--- config.mk ---
export PLATFORM = sky130hd
export DESIGN_NAME = pma_accel
export DESIGN_NICKNAME = d
export VERILOG_FILES = /design/src/rtl/pma_pkg.sv /design/src/rtl/pma_accel.sv
export SDC_FILE = /design/constraint.sdc
export NUM_CORES = 2
export LEC_CHECK = 0
export BUFFER_PORTS_ARGS = -buffer_cell sky130_fd_sc_hd__buf_2
export CAP_MARGIN = 25
export CORE_MARGIN = 4
export CORE_UTILIZATION = 40
export DETAILED_ROUTE_END_ITERATION = 7
export GPL_TIMING_DRIVEN = 0
export PLACE_DENSITY = 0.65
export REMOVE_ABC_BUFFERS = 1
export SLEW_MARGIN = 20
export SYNTH_ARGS = -nofsm -noshare
export SYNTH_HDL_FRONTEND = slang
export SYNTH_SLANG_ARGS = --single-unit
--- constraint.sdc ---
create_clock -name clk_sys -period 10.2 [get_ports clk_sys]
set_clock_uncertainty 0.2 [all_clocks]
set_input_delay 1.53 -clock clk_sys [delete_from_list [all_inputs] [get_ports clk_sys]]
set_output_delay 1.53 -clock clk_sys [all_outputs]
set_load 0.03 [all_outputs]
--- src/rtl/pma_pkg.sv ---
// Package for the PID math accelerator: register map, field layout, modes, widths
package pma_pkg;
   // Register indices (byte-wide registers, one per address)
   localparam logic [4:0] ADDR_CONFIG = 5'h00;
   localparam logic [4:0] ADDR_IN_H = 5'h01;
   localparam logic [4:0] ADDR_IN_L = 5'h02;
   localparam logic [4:0] ADDR_SET_H = 5'h03;
   localparam logic [4:0] ADDR_SET_L = 5'h04;
   localparam logic [4:0] ADDR_K1_H = 5'h05;
   localparam logic [4:0] ADDR_K1_L = 5'h06;
   localparam logic [4:0] ADDR_K2_H = 5'h07;
   localparam logic [4:0] ADDR_K2_L = 5'h08;
   localparam logic [4:0] ADDR_K3_H = 5'h09;
   localparam logic [4:0] ADDR_K3_L = 5'h0a;
   localparam logic [4:0] ADDR_OUT_0 = 5'h0b;
   localparam logic [4:0] ADDR_OUT_1 = 5'h0c;
   localparam logic [4:0] ADDR_OUT_2 = 5'h0d;
   localparam logic [4:0] ADDR_OUT_3 = 5'h0e;
   localparam logic [4:0] ADDR_OUT_4 = 5'h0f;
   localparam logic [4:0] ADDR_Z1_H = 5'h10;
   localparam logic [4:0] ADDR_Z1_L = 5'h11;
   localparam logic [4:0] ADDR_Z2_H = 5'h12;
   localparam logic [4:0] ADDR_Z2_L = 5'h13;
   localparam logic [4:0] ADDR_IRQ_FLAGS = 5'h14;
   localparam logic [4:0] ADDR_IRQ_ENABLES = 5'h15;
   // Config fields
   localparam int CFG_EN_BIT = 7;
   localparam int CFG_BUSY_BIT = 6;
   localparam logic [2:0] MODE_UNS_PLAIN = 3'h0;
   localparam logic [2:0] MODE_UNS_ACC = 3'h1;
   localparam logic [2:0] MODE_SGN_PLAIN = 3'h2;
   localparam logic [2:0] MODE_SGN_ACC = 3'h3;
   localparam logic [2:0] MODE_PID = 3'h5;
   // Flag and enable bit positions
   localparam int IRQ_DONE_BIT = 0;
   localparam int IRQ_OVF_BIT = 1;
   // Widths and reset values
   localparam int OUT_W = 35;
   localparam logic [34:0] OUT_RESET = 35'h0;
   localparam logic [15:0] WORD_RESET = 16'h0;
   localparam logic [7:0] BYTE_ZERO = 8'h00;
   localparam logic [1:0] STEP_LAST = 2'h2;
endpackage

--- src/rtl/pma_accel.sv ---
// PID math accelerator: byte register port, PID and add-multiply datapath
`timescale 1ns/1ps
`default_nettype none

module pma_accel (
   input wire logic clk_sys, // System clock, 100 MHz
   input wire logic resetn, // Asynchronous reset, active low
   input wire logic [4:0] reg_addr, // Register index
   input wire logic [7:0] reg_wdata, // Write data
   input wire logic reg_wr, // Write strobe
   input wire logic reg_rd, // Read strobe
   output logic [7:0] reg_rdata, // Read data, cycle after strobe
   output logic busy, // Calculation in progress
   output logic done_irq, // Done interrupt request
   output logic overflow_irq // Overflow interrupt request
);

   typedef enum logic [1:0] {
      PMA_IDLE = 2'b00,
      PMA_CALC = 2'b01,
      PMA_DONE = 2'b11
   } pma_state_e;

   pma_state_e state;
   logic enable;
   logic [2:0] mode;
   logic [15:0] in_val, set_point, coef_current_error, coef_prev_error, coef_prev2_error;
   logic [15:0] error_history_one, error_history_two;
   logic [34:0] result_output;
   logic [1:0] step;
   logic [36:0] acc;
   logic [16:0] cur_error;
   logic done_irq_flag, overflow_irq_flag, done_irq_enable, overflow_irq_enable;
   logic start;
   logic [36:0] term;
   logic [36:0] next_acc;
   logic [34:0] next_out;
   logic ovf;

   // Low input byte write launches a calculation when enabled
   assign start = reg_wr && (reg_addr == pma_pkg::ADDR_IN_L) && enable;

   // Sequencer: three steps in PID mode, one in the add-multiply modes, one product each
   always_ff @(posedge clk_sys or negedge resetn) begin
      if (!resetn) begin
         state <= PMA_IDLE;
         step <= 2'h0;
      end else begin
         unique case (state)
            PMA_IDLE: begin
               step <= 2'h0;
               if (start) begin
                  state <= PMA_CALC;
               end
            end
            PMA_CALC: begin
               if (mode != pma_pkg::MODE_PID || step == pma_pkg::STEP_LAST) begin
                  state <= PMA_DONE;
               end
               step <= step + 2'h1;
            end
            PMA_DONE: begin
               state <= PMA_IDLE;
            end
         endcase
      end
   end

   // Term of the current step; operands widened first so no product is cut short
   always_comb begin
      term = 37'h0;
      if (mode == pma_pkg::MODE_PID) begin
         unique case (step)
            2'h0: term = 37'(signed'(cur_error)) * 37'(signed'(coef_current_error));
            2'h1: term = 37'(signed'(error_history_one))
                         * 37'(signed'(coef_prev_error));
            default: term = 37'(signed'(error_history_two))
                            * 37'(signed'(coef_prev2_error));
         endcase
      end else if (mode[1]) begin
         // Signed: 17-bit sum keeps the carry of the addition
         term = 37'(signed'({in_val[15], in_val} + {set_point[15], set_point}))
                * 37'(signed'(coef_current_error));
      end else begin
         term = 37'({1'b0, in_val} + {1'b0, set_point}) * 37'(coef_current_error);
      end
   end

   assign next_acc = acc + term;

   // Final result: accumulate in PID and odd modes, wrap at output width
   always_comb begin
      logic [36:0] full;
      full = 37'h0;
      if (mode == pma_pkg::MODE_PID || mode == pma_pkg::MODE_SGN_ACC) begin
         full = acc + {{2{result_output[34]}}, result_output};
      end else if (mode[0]) begin
         // Unsigned accumulation: a set top output bit is magnitude, not sign
         full = acc + {2'h0, result_output};
      end else begin
         full = acc;
      end
      next_out = full[34:0];
      if (mode[1] || mode == pma_pkg::MODE_PID) begin
         ovf = (full[36:34] != {3{full[34]}});
      end else begin
         ovf = (full[36:35] != 2'h0);
      end
   end

   // Accumulator of the step products
   always_ff @(posedge clk_sys or negedge resetn) begin
      if (!resetn) begin
         acc <= 37'h0;
      end else if (state == PMA_IDLE) begin
         acc <= 37'h0;
      end else if (state == PMA_CALC) begin
         acc <= next_acc;
      end
   end

   // Configuration and operand registers, all software writable
   always_ff @(posedge clk_sys or negedge resetn) begin
      if (!resetn) begin
         enable <= 1'b0;
         mode <= 3'h0;
         in_val <= pma_pkg::WORD_RESET;
         set_point <= pma_pkg::WORD_RESET;
         coef_current_error <= pma_pkg::WORD_RESET;
         coef_prev_error <= pma_pkg::WORD_RESET;
         coef_prev2_error <= pma_pkg::WORD_RESET;
         done_irq_enable <= 1'b0;
         overflow_irq_enable <= 1'b0;
      end else if (reg_wr) begin
         unique case (reg_addr)
            pma_pkg::ADDR_CONFIG: begin
               enable <= reg_wdata[pma_pkg::CFG_EN_BIT];
               mode <= reg_wdata[2:0];
            end
            pma_pkg::ADDR_IN_H: in_val[15:8] <= reg_wdata;
            pma_pkg::ADDR_IN_L: in_val[7:0] <= reg_wdata;
            pma_pkg::ADDR_SET_H: set_point[15:8] <= reg_wdata;
            pma_pkg::ADDR_SET_L: set_point[7:0] <= reg_wdata;
            pma_pkg::ADDR_K1_H: coef_current_error[15:8] <= reg_wdata;
            pma_pkg::ADDR_K1_L: coef_current_error[7:0] <= reg_wdata;
            pma_pkg::ADDR_K2_H: coef_prev_error[15:8] <= reg_wdata;
            pma_pkg::ADDR_K2_L: coef_prev_error[7:0] <= reg_wdata;
            pma_pkg::ADDR_K3_H: coef_prev2_error[15:8] <= reg_wdata;
            pma_pkg::ADDR_K3_L: coef_prev2_error[7:0] <= reg_wdata;
            pma_pkg::ADDR_IRQ_ENABLES: begin
               done_irq_enable <= reg_wdata[pma_pkg::IRQ_DONE_BIT];
               overflow_irq_enable <= reg_wdata[pma_pkg::IRQ_OVF_BIT];
            end
            default: ;
         endcase
      end
   end

   // Current error latched at start from the new input byte
   always_ff @(posedge clk_sys or negedge resetn) begin
      if (!resetn) begin
         cur_error <= 17'h0;
      end else if (start) begin
         cur_error <= {set_point[15], set_point} - {in_val[15], in_val[15:8], reg_wdata};
      end
   end

   // Output and error history: hardware update on finish (history in PID mode only), software restore otherwise
   always_ff @(posedge clk_sys or negedge resetn) begin
      if (!resetn) begin
         result_output <= pma_pkg::OUT_RESET;
         error_history_one <= pma_pkg::WORD_RESET;
         error_history_two <= pma_pkg::WORD_RESET;
      end else if (state == PMA_DONE) begin
         result_output <= next_out;
         if (mode == pma_pkg::MODE_PID) begin
            error_history_two <= error_history_one;
            error_history_one <= cur_error[15:0];
         end
      end else if (reg_wr) begin
         // Restore path; writes while busy corrupt the result, as documented
         unique case (reg_addr)
            pma_pkg::ADDR_OUT_0: result_output[7:0] <= reg_wdata;
            pma_pkg::ADDR_OUT_1: result_output[15:8] <= reg_wdata;
            pma_pkg::ADDR_OUT_2: result_output[23:16] <= reg_wdata;
            pma_pkg::ADDR_OUT_3: result_output[31:24] <= reg_wdata;
            pma_pkg::ADDR_OUT_4: result_output[34:32] <= reg_wdata[2:0];
            pma_pkg::ADDR_Z1_H: error_history_one[15:8] <= reg_wdata;
            pma_pkg::ADDR_Z1_L: error_history_one[7:0] <= reg_wdata;
            pma_pkg::ADDR_Z2_H: error_history_two[15:8] <= reg_wdata;
            pma_pkg::ADDR_Z2_L: error_history_two[7:0] <= reg_wdata;
            default: ;
         endcase
      end
   end

   // Sticky flags: hardware set wins over a software clear in the same cycle
   always_ff @(posedge clk_sys or negedge resetn) begin
      if (!resetn) begin
         done_irq_flag <= 1'b0;
         overflow_irq_flag <= 1'b0;
      end else begin
         if (state == PMA_DONE) begin
            done_irq_flag <= 1'b1;
         end else if (reg_wr && reg_addr == pma_pkg::ADDR_IRQ_FLAGS) begin
            done_irq_flag <= reg_wdata[pma_pkg::IRQ_DONE_BIT];
         end
         if (state == PMA_DONE && ovf) begin
            overflow_irq_flag <= 1'b1;
         end else if (reg_wr && reg_addr == pma_pkg::ADDR_IRQ_FLAGS) begin
            overflow_irq_flag <= reg_wdata[pma_pkg::IRQ_OVF_BIT];
         end
      end
   end

   // Status outputs, registered; busy covers the whole calculation
   always_ff @(posedge clk_sys or negedge resetn) begin
      if (!resetn) begin
         busy <= 1'b0;
         done_irq <= 1'b0;
         overflow_irq <= 1'b0;
      end else begin
         busy <= start || (state == PMA_CALC);
         done_irq <= done_irq_flag && done_irq_enable;
         overflow_irq <= overflow_irq_flag && overflow_irq_enable;
      end
   end

   // Read data the cycle after the strobe; unmapped reads as zero
   always_ff @(posedge clk_sys or negedge resetn) begin
      if (!resetn) begin
         reg_rdata <= pma_pkg::BYTE_ZERO;
      end else if (reg_rd) begin
         unique case (reg_addr)
            pma_pkg::ADDR_CONFIG: reg_rdata <= {enable, busy, 3'h0, mode};
            pma_pkg::ADDR_IN_H: reg_rdata <= in_val[15:8];
            pma_pkg::ADDR_IN_L: reg_rdata <= in_val[7:0];
            pma_pkg::ADDR_SET_H: reg_rdata <= set_point[15:8];
            pma_pkg::ADDR_SET_L: reg_rdata <= set_point[7:0];
            pma_pkg::ADDR_K1_H: reg_rdata <= coef_current_error[15:8];
            pma_pkg::ADDR_K1_L: reg_rdata <= coef_current_error[7:0];
            pma_pkg::ADDR_K2_H: reg_rdata <= coef_prev_error[15:8];
            pma_pkg::ADDR_K2_L: reg_rdata <= coef_prev_error[7:0];
            pma_pkg::ADDR_K3_H: reg_rdata <= coef_prev2_error[15:8];
            pma_pkg::ADDR_K3_L: reg_rdata <= coef_prev2_error[7:0];
            pma_pkg::ADDR_OUT_0: reg_rdata <= result_output[7:0];
            pma_pkg::ADDR_OUT_1: reg_rdata <= result_output[15:8];
            pma_pkg::ADDR_OUT_2: reg_rdata <= result_output[23:16];
            pma_pkg::ADDR_OUT_3: reg_rdata <= result_output[31:24];
            pma_pkg::ADDR_OUT_4: reg_rdata <= {5'h0, result_output[34:32]};
            pma_pkg::ADDR_Z1_H: reg_rdata <= error_history_one[15:8];
            pma_pkg::ADDR_Z1_L: reg_rdata <= error_history_one[7:0];
            pma_pkg::ADDR_Z2_H: reg_rdata <= error_history_two[15:8];
            pma_pkg::ADDR_Z2_L: reg_rdata <= error_history_two[7:0];
            pma_pkg::ADDR_IRQ_FLAGS: reg_rdata <= {6'h0, overflow_irq_flag, done_irq_flag};
            pma_pkg::ADDR_IRQ_ENABLES: reg_rdata <= {6'h0, overflow_irq_enable, done_irq_enable};
            default: reg_rdata <= pma_pkg::BYTE_ZERO;
         endcase
      end else begin
         reg_rdata <= pma_pkg::BYTE_ZERO;
      end
   end

   // Checks: sequencing and busy; a calculation never outlives five cycles
   chk_busy_on_start: assert property (
      @(posedge clk_sys) disable iff (!resetn)
      start |=> busy) else $error("busy not set after start");
   chk_busy_in_calc: assert property (
      @(posedge clk_sys) disable iff (!resetn)
      (state == PMA_CALC) |=> busy) else $error("busy low during calculation");
   chk_busy_clears: assert property (
      @(posedge clk_sys) disable iff (!resetn)
      (state == PMA_DONE && !start) |=> !busy) else $error("busy stuck after finish");
   chk_calc_bounded: assert property (
      @(posedge clk_sys) disable iff (!resetn)
      start |-> ##[1:5] (state == PMA_DONE)) else $error("calculation too long");
   chk_pid_three_steps: assert property (
      @(posedge clk_sys) disable iff (!resetn)
      (state == PMA_CALC && mode == pma_pkg::MODE_PID && step != pma_pkg::STEP_LAST) |=>
      (state == PMA_CALC)) else $error("controller step skipped");
   chk_addmul_one_step: assert property (
      @(posedge clk_sys) disable iff (!resetn)
      (state == PMA_CALC && mode != pma_pkg::MODE_PID) |=>
      (state == PMA_DONE)) else $error("add-multiply not single step");
   chk_done_one_cycle: assert property (
      @(posedge clk_sys) disable iff (!resetn)
      (state == PMA_DONE) |=> (state == PMA_IDLE)) else $error("finish state not left");

   // Checks: results and history; output must not move while a sum is built
   chk_out_steady: assert property (
      @(posedge clk_sys) disable iff (!resetn)
      (state == PMA_CALC && !reg_wr) |=> $stable(result_output))
      else $error("output moved during calculation");
   chk_history_shift: assert property (
      @(posedge clk_sys) disable iff (!resetn)
      (state == PMA_DONE && mode == pma_pkg::MODE_PID) |=>
      error_history_two == $past(error_history_one)) else $error("history not shifted");
   chk_history_one_load: assert property (
      @(posedge clk_sys) disable iff (!resetn)
      (state == PMA_DONE && mode == pma_pkg::MODE_PID) |=>
      error_history_one == $past(cur_error[15:0])) else $error("history one not loaded");
   chk_plain_result: assert property (
      @(posedge clk_sys) disable iff (!resetn)
      (state == PMA_DONE && mode == pma_pkg::MODE_UNS_PLAIN) |=>
      result_output == $past(acc[34:0])) else $error("plain result wrong");

   // Checks: flags and requests
   chk_done_sets_flag: assert property (
      @(posedge clk_sys) disable iff (!resetn)
      (state == PMA_DONE) |=> done_irq_flag) else $error("done flag missing");
   chk_busy_falls_done: assert property (
      @(posedge clk_sys) disable iff (!resetn)
      $fell(busy) |-> done_irq_flag) else $error("busy fell without done flag");
   chk_ovf_flag: assert property (
      @(posedge clk_sys) disable iff (!resetn)
      (state == PMA_DONE && ovf) |=> overflow_irq_flag) else $error("overflow flag missing");
   chk_done_irq_gate: assert property (
      @(posedge clk_sys) disable iff (!resetn)
      done_irq |-> $past(done_irq_enable)) else $error("done irq without enable");
   chk_ovf_irq_gate: assert property (
      @(posedge clk_sys) disable iff (!resetn)
      overflow_irq |-> $past(overflow_irq_enable)) else $error("overflow irq without enable");

endmodule // pma_accel

`default_nettype wire

==> reports/qor.txt <==
status = finished with violations
failing checks = negative setup slack
Port Buf Inserts = 27
actual slew at the worst max-slew pin = 1150 ps
Synth Instances = 6843
crit share post-route = 103%
final WL = 183 mm
r2r setup slk = -300 ps
Final Hold Viols = 0
Worst-Skew Late Latency = 640 ps
critical path's top delay family = adder cells
width of the die = 397 um
DRT antenna net count = 0
top-area cell type share of the netlist area = 39.6%
first-pass GRT wire length = 291 mm
Worst R2R Start = set_point[0]$_DFFE_PN0P_
Worst Setup Slack, final = -300 ps
WHS Path Cells = 2
Most common cell on crit path = a21oi_2
Slew HR = 23.1%
post-synthesis sequential area ratio = 9.25%
CP max stage delay = 540 ps
fin nets = 8487
reg2reg end = acc[36]$_DFFE_PN0P_
chip height = 397 um
CTS Buf Count = 28
final setup fails = 4
hold worst-path end = step[1]$_DFFE_PN0P_
largest net degree at the start of global routing = 94
global-route track usage on met3 = 3.92%
CTS Root Cell = clkbuf_16
initial antenna violation count = 10
Syn Area/Cell = 8.86 um2
most common cell after layout, fill and taps aside = inv_1
Worst-path clk slew = 70 ps
Ports = 28
Synth Flop Type = dfrtp_1
Vias = 47490
gr busiest metal = met2
most frequent cells in the layout = inv_1, fa_1, nand2_1
worst endpoint required time = 10530 ps
Post-route DRC = 0
GPL Wtd Cong = 0.984
Hold Crit Class = reg2reg
die footprint = 158000 um2
layout cell share with drive strength beyond 1 = 8.30%
min-delay src = step[1]$_DFFE_PN0P_
synth top area cells = fa_1, ha_1, dfrtp_1
Max-Cap Viols = 0
drt first pass iters = 7
Via-to-Cell Ratio = 5.39
CORE AREA = 150000 um2
kind of critical path = reg2reg
total of hold buffers inserted after clock tree synthesis = 0
largest area contributor in the netlist = fa_1
first-iteration detailed-routing DRC count = 3946
CTS Sinks = 224
Yosys warning total = 0
synthesized area = 60600 um2
CP max FO = 5
Wirelength per Cell = 20.8 um
CP arrival = 10830 ps
Min Clock Period, post-route = 10500 ps
CTS tree = built
CTS max path bufs = 3
M2 GR Usage = 38.3%
Worst Setup End Kind = register
Pins Over Slew Limit = 0
slowest CP cell = fa_1
crit start category = register
row count = 142
grt total ovfl = 0
crit path buf inv count = 8
Max Clock Freq = 95.2 MHz
final setup TNS = -716 ps
Area Overhead vs Synth = 10.0%
Async SR Flop Fraction = 100%
synth unique cells = 85
number of global-route vias before repair = 50159
met1 Use GR = 31.4%
worst reg2reg path depth = 49
effective utilization at floorplan = 40.3%
flop and latch count out of synthesis = 224
H-tree depth = 1
EDFF count, synth = 0
RSZ-0062 raised after global routing = yes
Tot GR Track Use = 23.6%
post-DP HPWL = 145 mm
-- repair_timing --
action | in CTS | in global routing
pin swaps | 118 | 114
setup buffers | 94 | 42
gates cloned | 0 | 0
resized for setup | 161 | 164
setup endpoints to repair | 21 | 17
-- per-stage QoR --
| stage | setup WS [ps] | cell area, um2 | std cells | hold slack, ps | utilization [%] |
|---|---|---|---|---|---|
| 2_1_floorplan | -352 | 59500 | 6531 | 263 | - |
| 5_1_grt | -709 | 66700 | 8800 | 338 | 44.4 |
| 4_1_cts | -244 | 65700 | 8762 | 314 | 43.7 |
| 3_5_place_dp | -1890 | 63200 | 8618 | 300 | 42.0 |
| 3_3_place_gp | -2860 | 62100 | 8574 | 290 | 41.3 |
| 6_report | -300 | 66700 | 8807 | 320 | 44.4 |
-- sequential cells by signal, summed over array words and instances, names as in the netlist, 2 cells and up --
signal and flops:
reg_rdata 8, coef_prev_error 16, acc 37, coef_current_error 16, state 2, step 2
result_output 35, in_val 16, set_point 16, error_history_one 16, coef_prev2_error 16, cur_error 17
mode 3, error_history_two 16
-- worst max-delay path by stage --
stage	start	to	slack (ps)	cells after the start
2_1_floorplan	in_val[0]$_DFFE_PN0P_	acc[36]$_DFFE_PN0P_	-350	48
3_3_place_gp	set_point[1]$_DFFE_PN0P_	acc[36]$_DFFE_PN0P_	-2860	45
3_5_place_dp	set_point[1]$_DFFE_PN0P_	acc[36]$_DFFE_PN0P_	-1890	45
4_1_cts	set_point[0]$_DFFE_PN0P_	acc[36]$_DFFE_PN0P_	-240	47
5_1_grt	in_val[1]$_DFFE_PN0P_	acc[36]$_DFFE_PN0P_	-710	47
6_report	set_point[0]$_DFFE_PN0P_	acc[36]$_DFFE_PN0P_	-300	49
-- logic make-up after synthesis --
logic type | after synthesis | synth area share (%)
simple gates | 1797 | 14.1
flops | 224 | 9.25
buf+inv | 1754 | 10.9
mux | 50 | 0.854
fa+ha+maj | 1709 | 50.1
xor+xnor | 256 | 3.72
compound gates | 1053 | 11.1
-- cell usage after synthesis (6+ instances only) --
cell type and number:
a21o_1 99, inv_1 1439, fa_1 1198, o211ai_1 7
nand2_1 890, xnor2_1 176, and3_1 25, or3_1 17
o21ai_1 44, nor2b_1 76, a22oi_1 37, nor3_1 37
or2_2 12, o21ai_0 223, xor2_1 79, a22o_1 36
o21a_1 27, a31oi_1 34, nor2_1 160, a221oi_1 47
a21oi_1 307, a211oi_1 46, nor3b_1 9, o31ai_1 20
nand4_1 19, dfrtp_1 224, a31o_2 6, and2_1 408
nand2b_1 96, mux2_2 13, o21bai_1 31, o31a_1 6
clkbuf_1 297, mux2i_1 36, buf_1 14, ha_1 511
nand3_1 29
-- per-layer routing --
layer | part of all wire (%) | wire, um
met1 | 41 | 74400
met2 | 46 | 85200
met3 | 8.0 | 14700
met4 | 5.0 | 9110
met5 | 0.052 | 95
-- final cells by class --
| type | count | area [um2] |
|---|---|---|
| flip-flops and latches | 224 | 5630 |
| multi-input cells | 4865 | 50000 |
| inverters | 1442 | 5420 |
| well taps | 2016 | 2520 |
| clock buffers | 35 | 767 |
| fillers | 14364 | 83600 |
| repair buffers | 200 | 2080 |
| clock inverters | 17 | 265 |
| diodes | 8 | 20.0 |
-- worst register-to-register path: cells and delay by family (launching register included) --
kind	cells	cell delay (ps)
AOI/OAI and AO/OA	23	3730
DFF	1	420
adders and majority gates	10	3830
buffers and inverters	8	560
xor gates and xnor gates	3	770
and+or+nand+nor	4	580
muxes	1	340
Power is not shown: default switching activity piles up to over one toggle a cycle in this logic, so the estimate is an artifact.
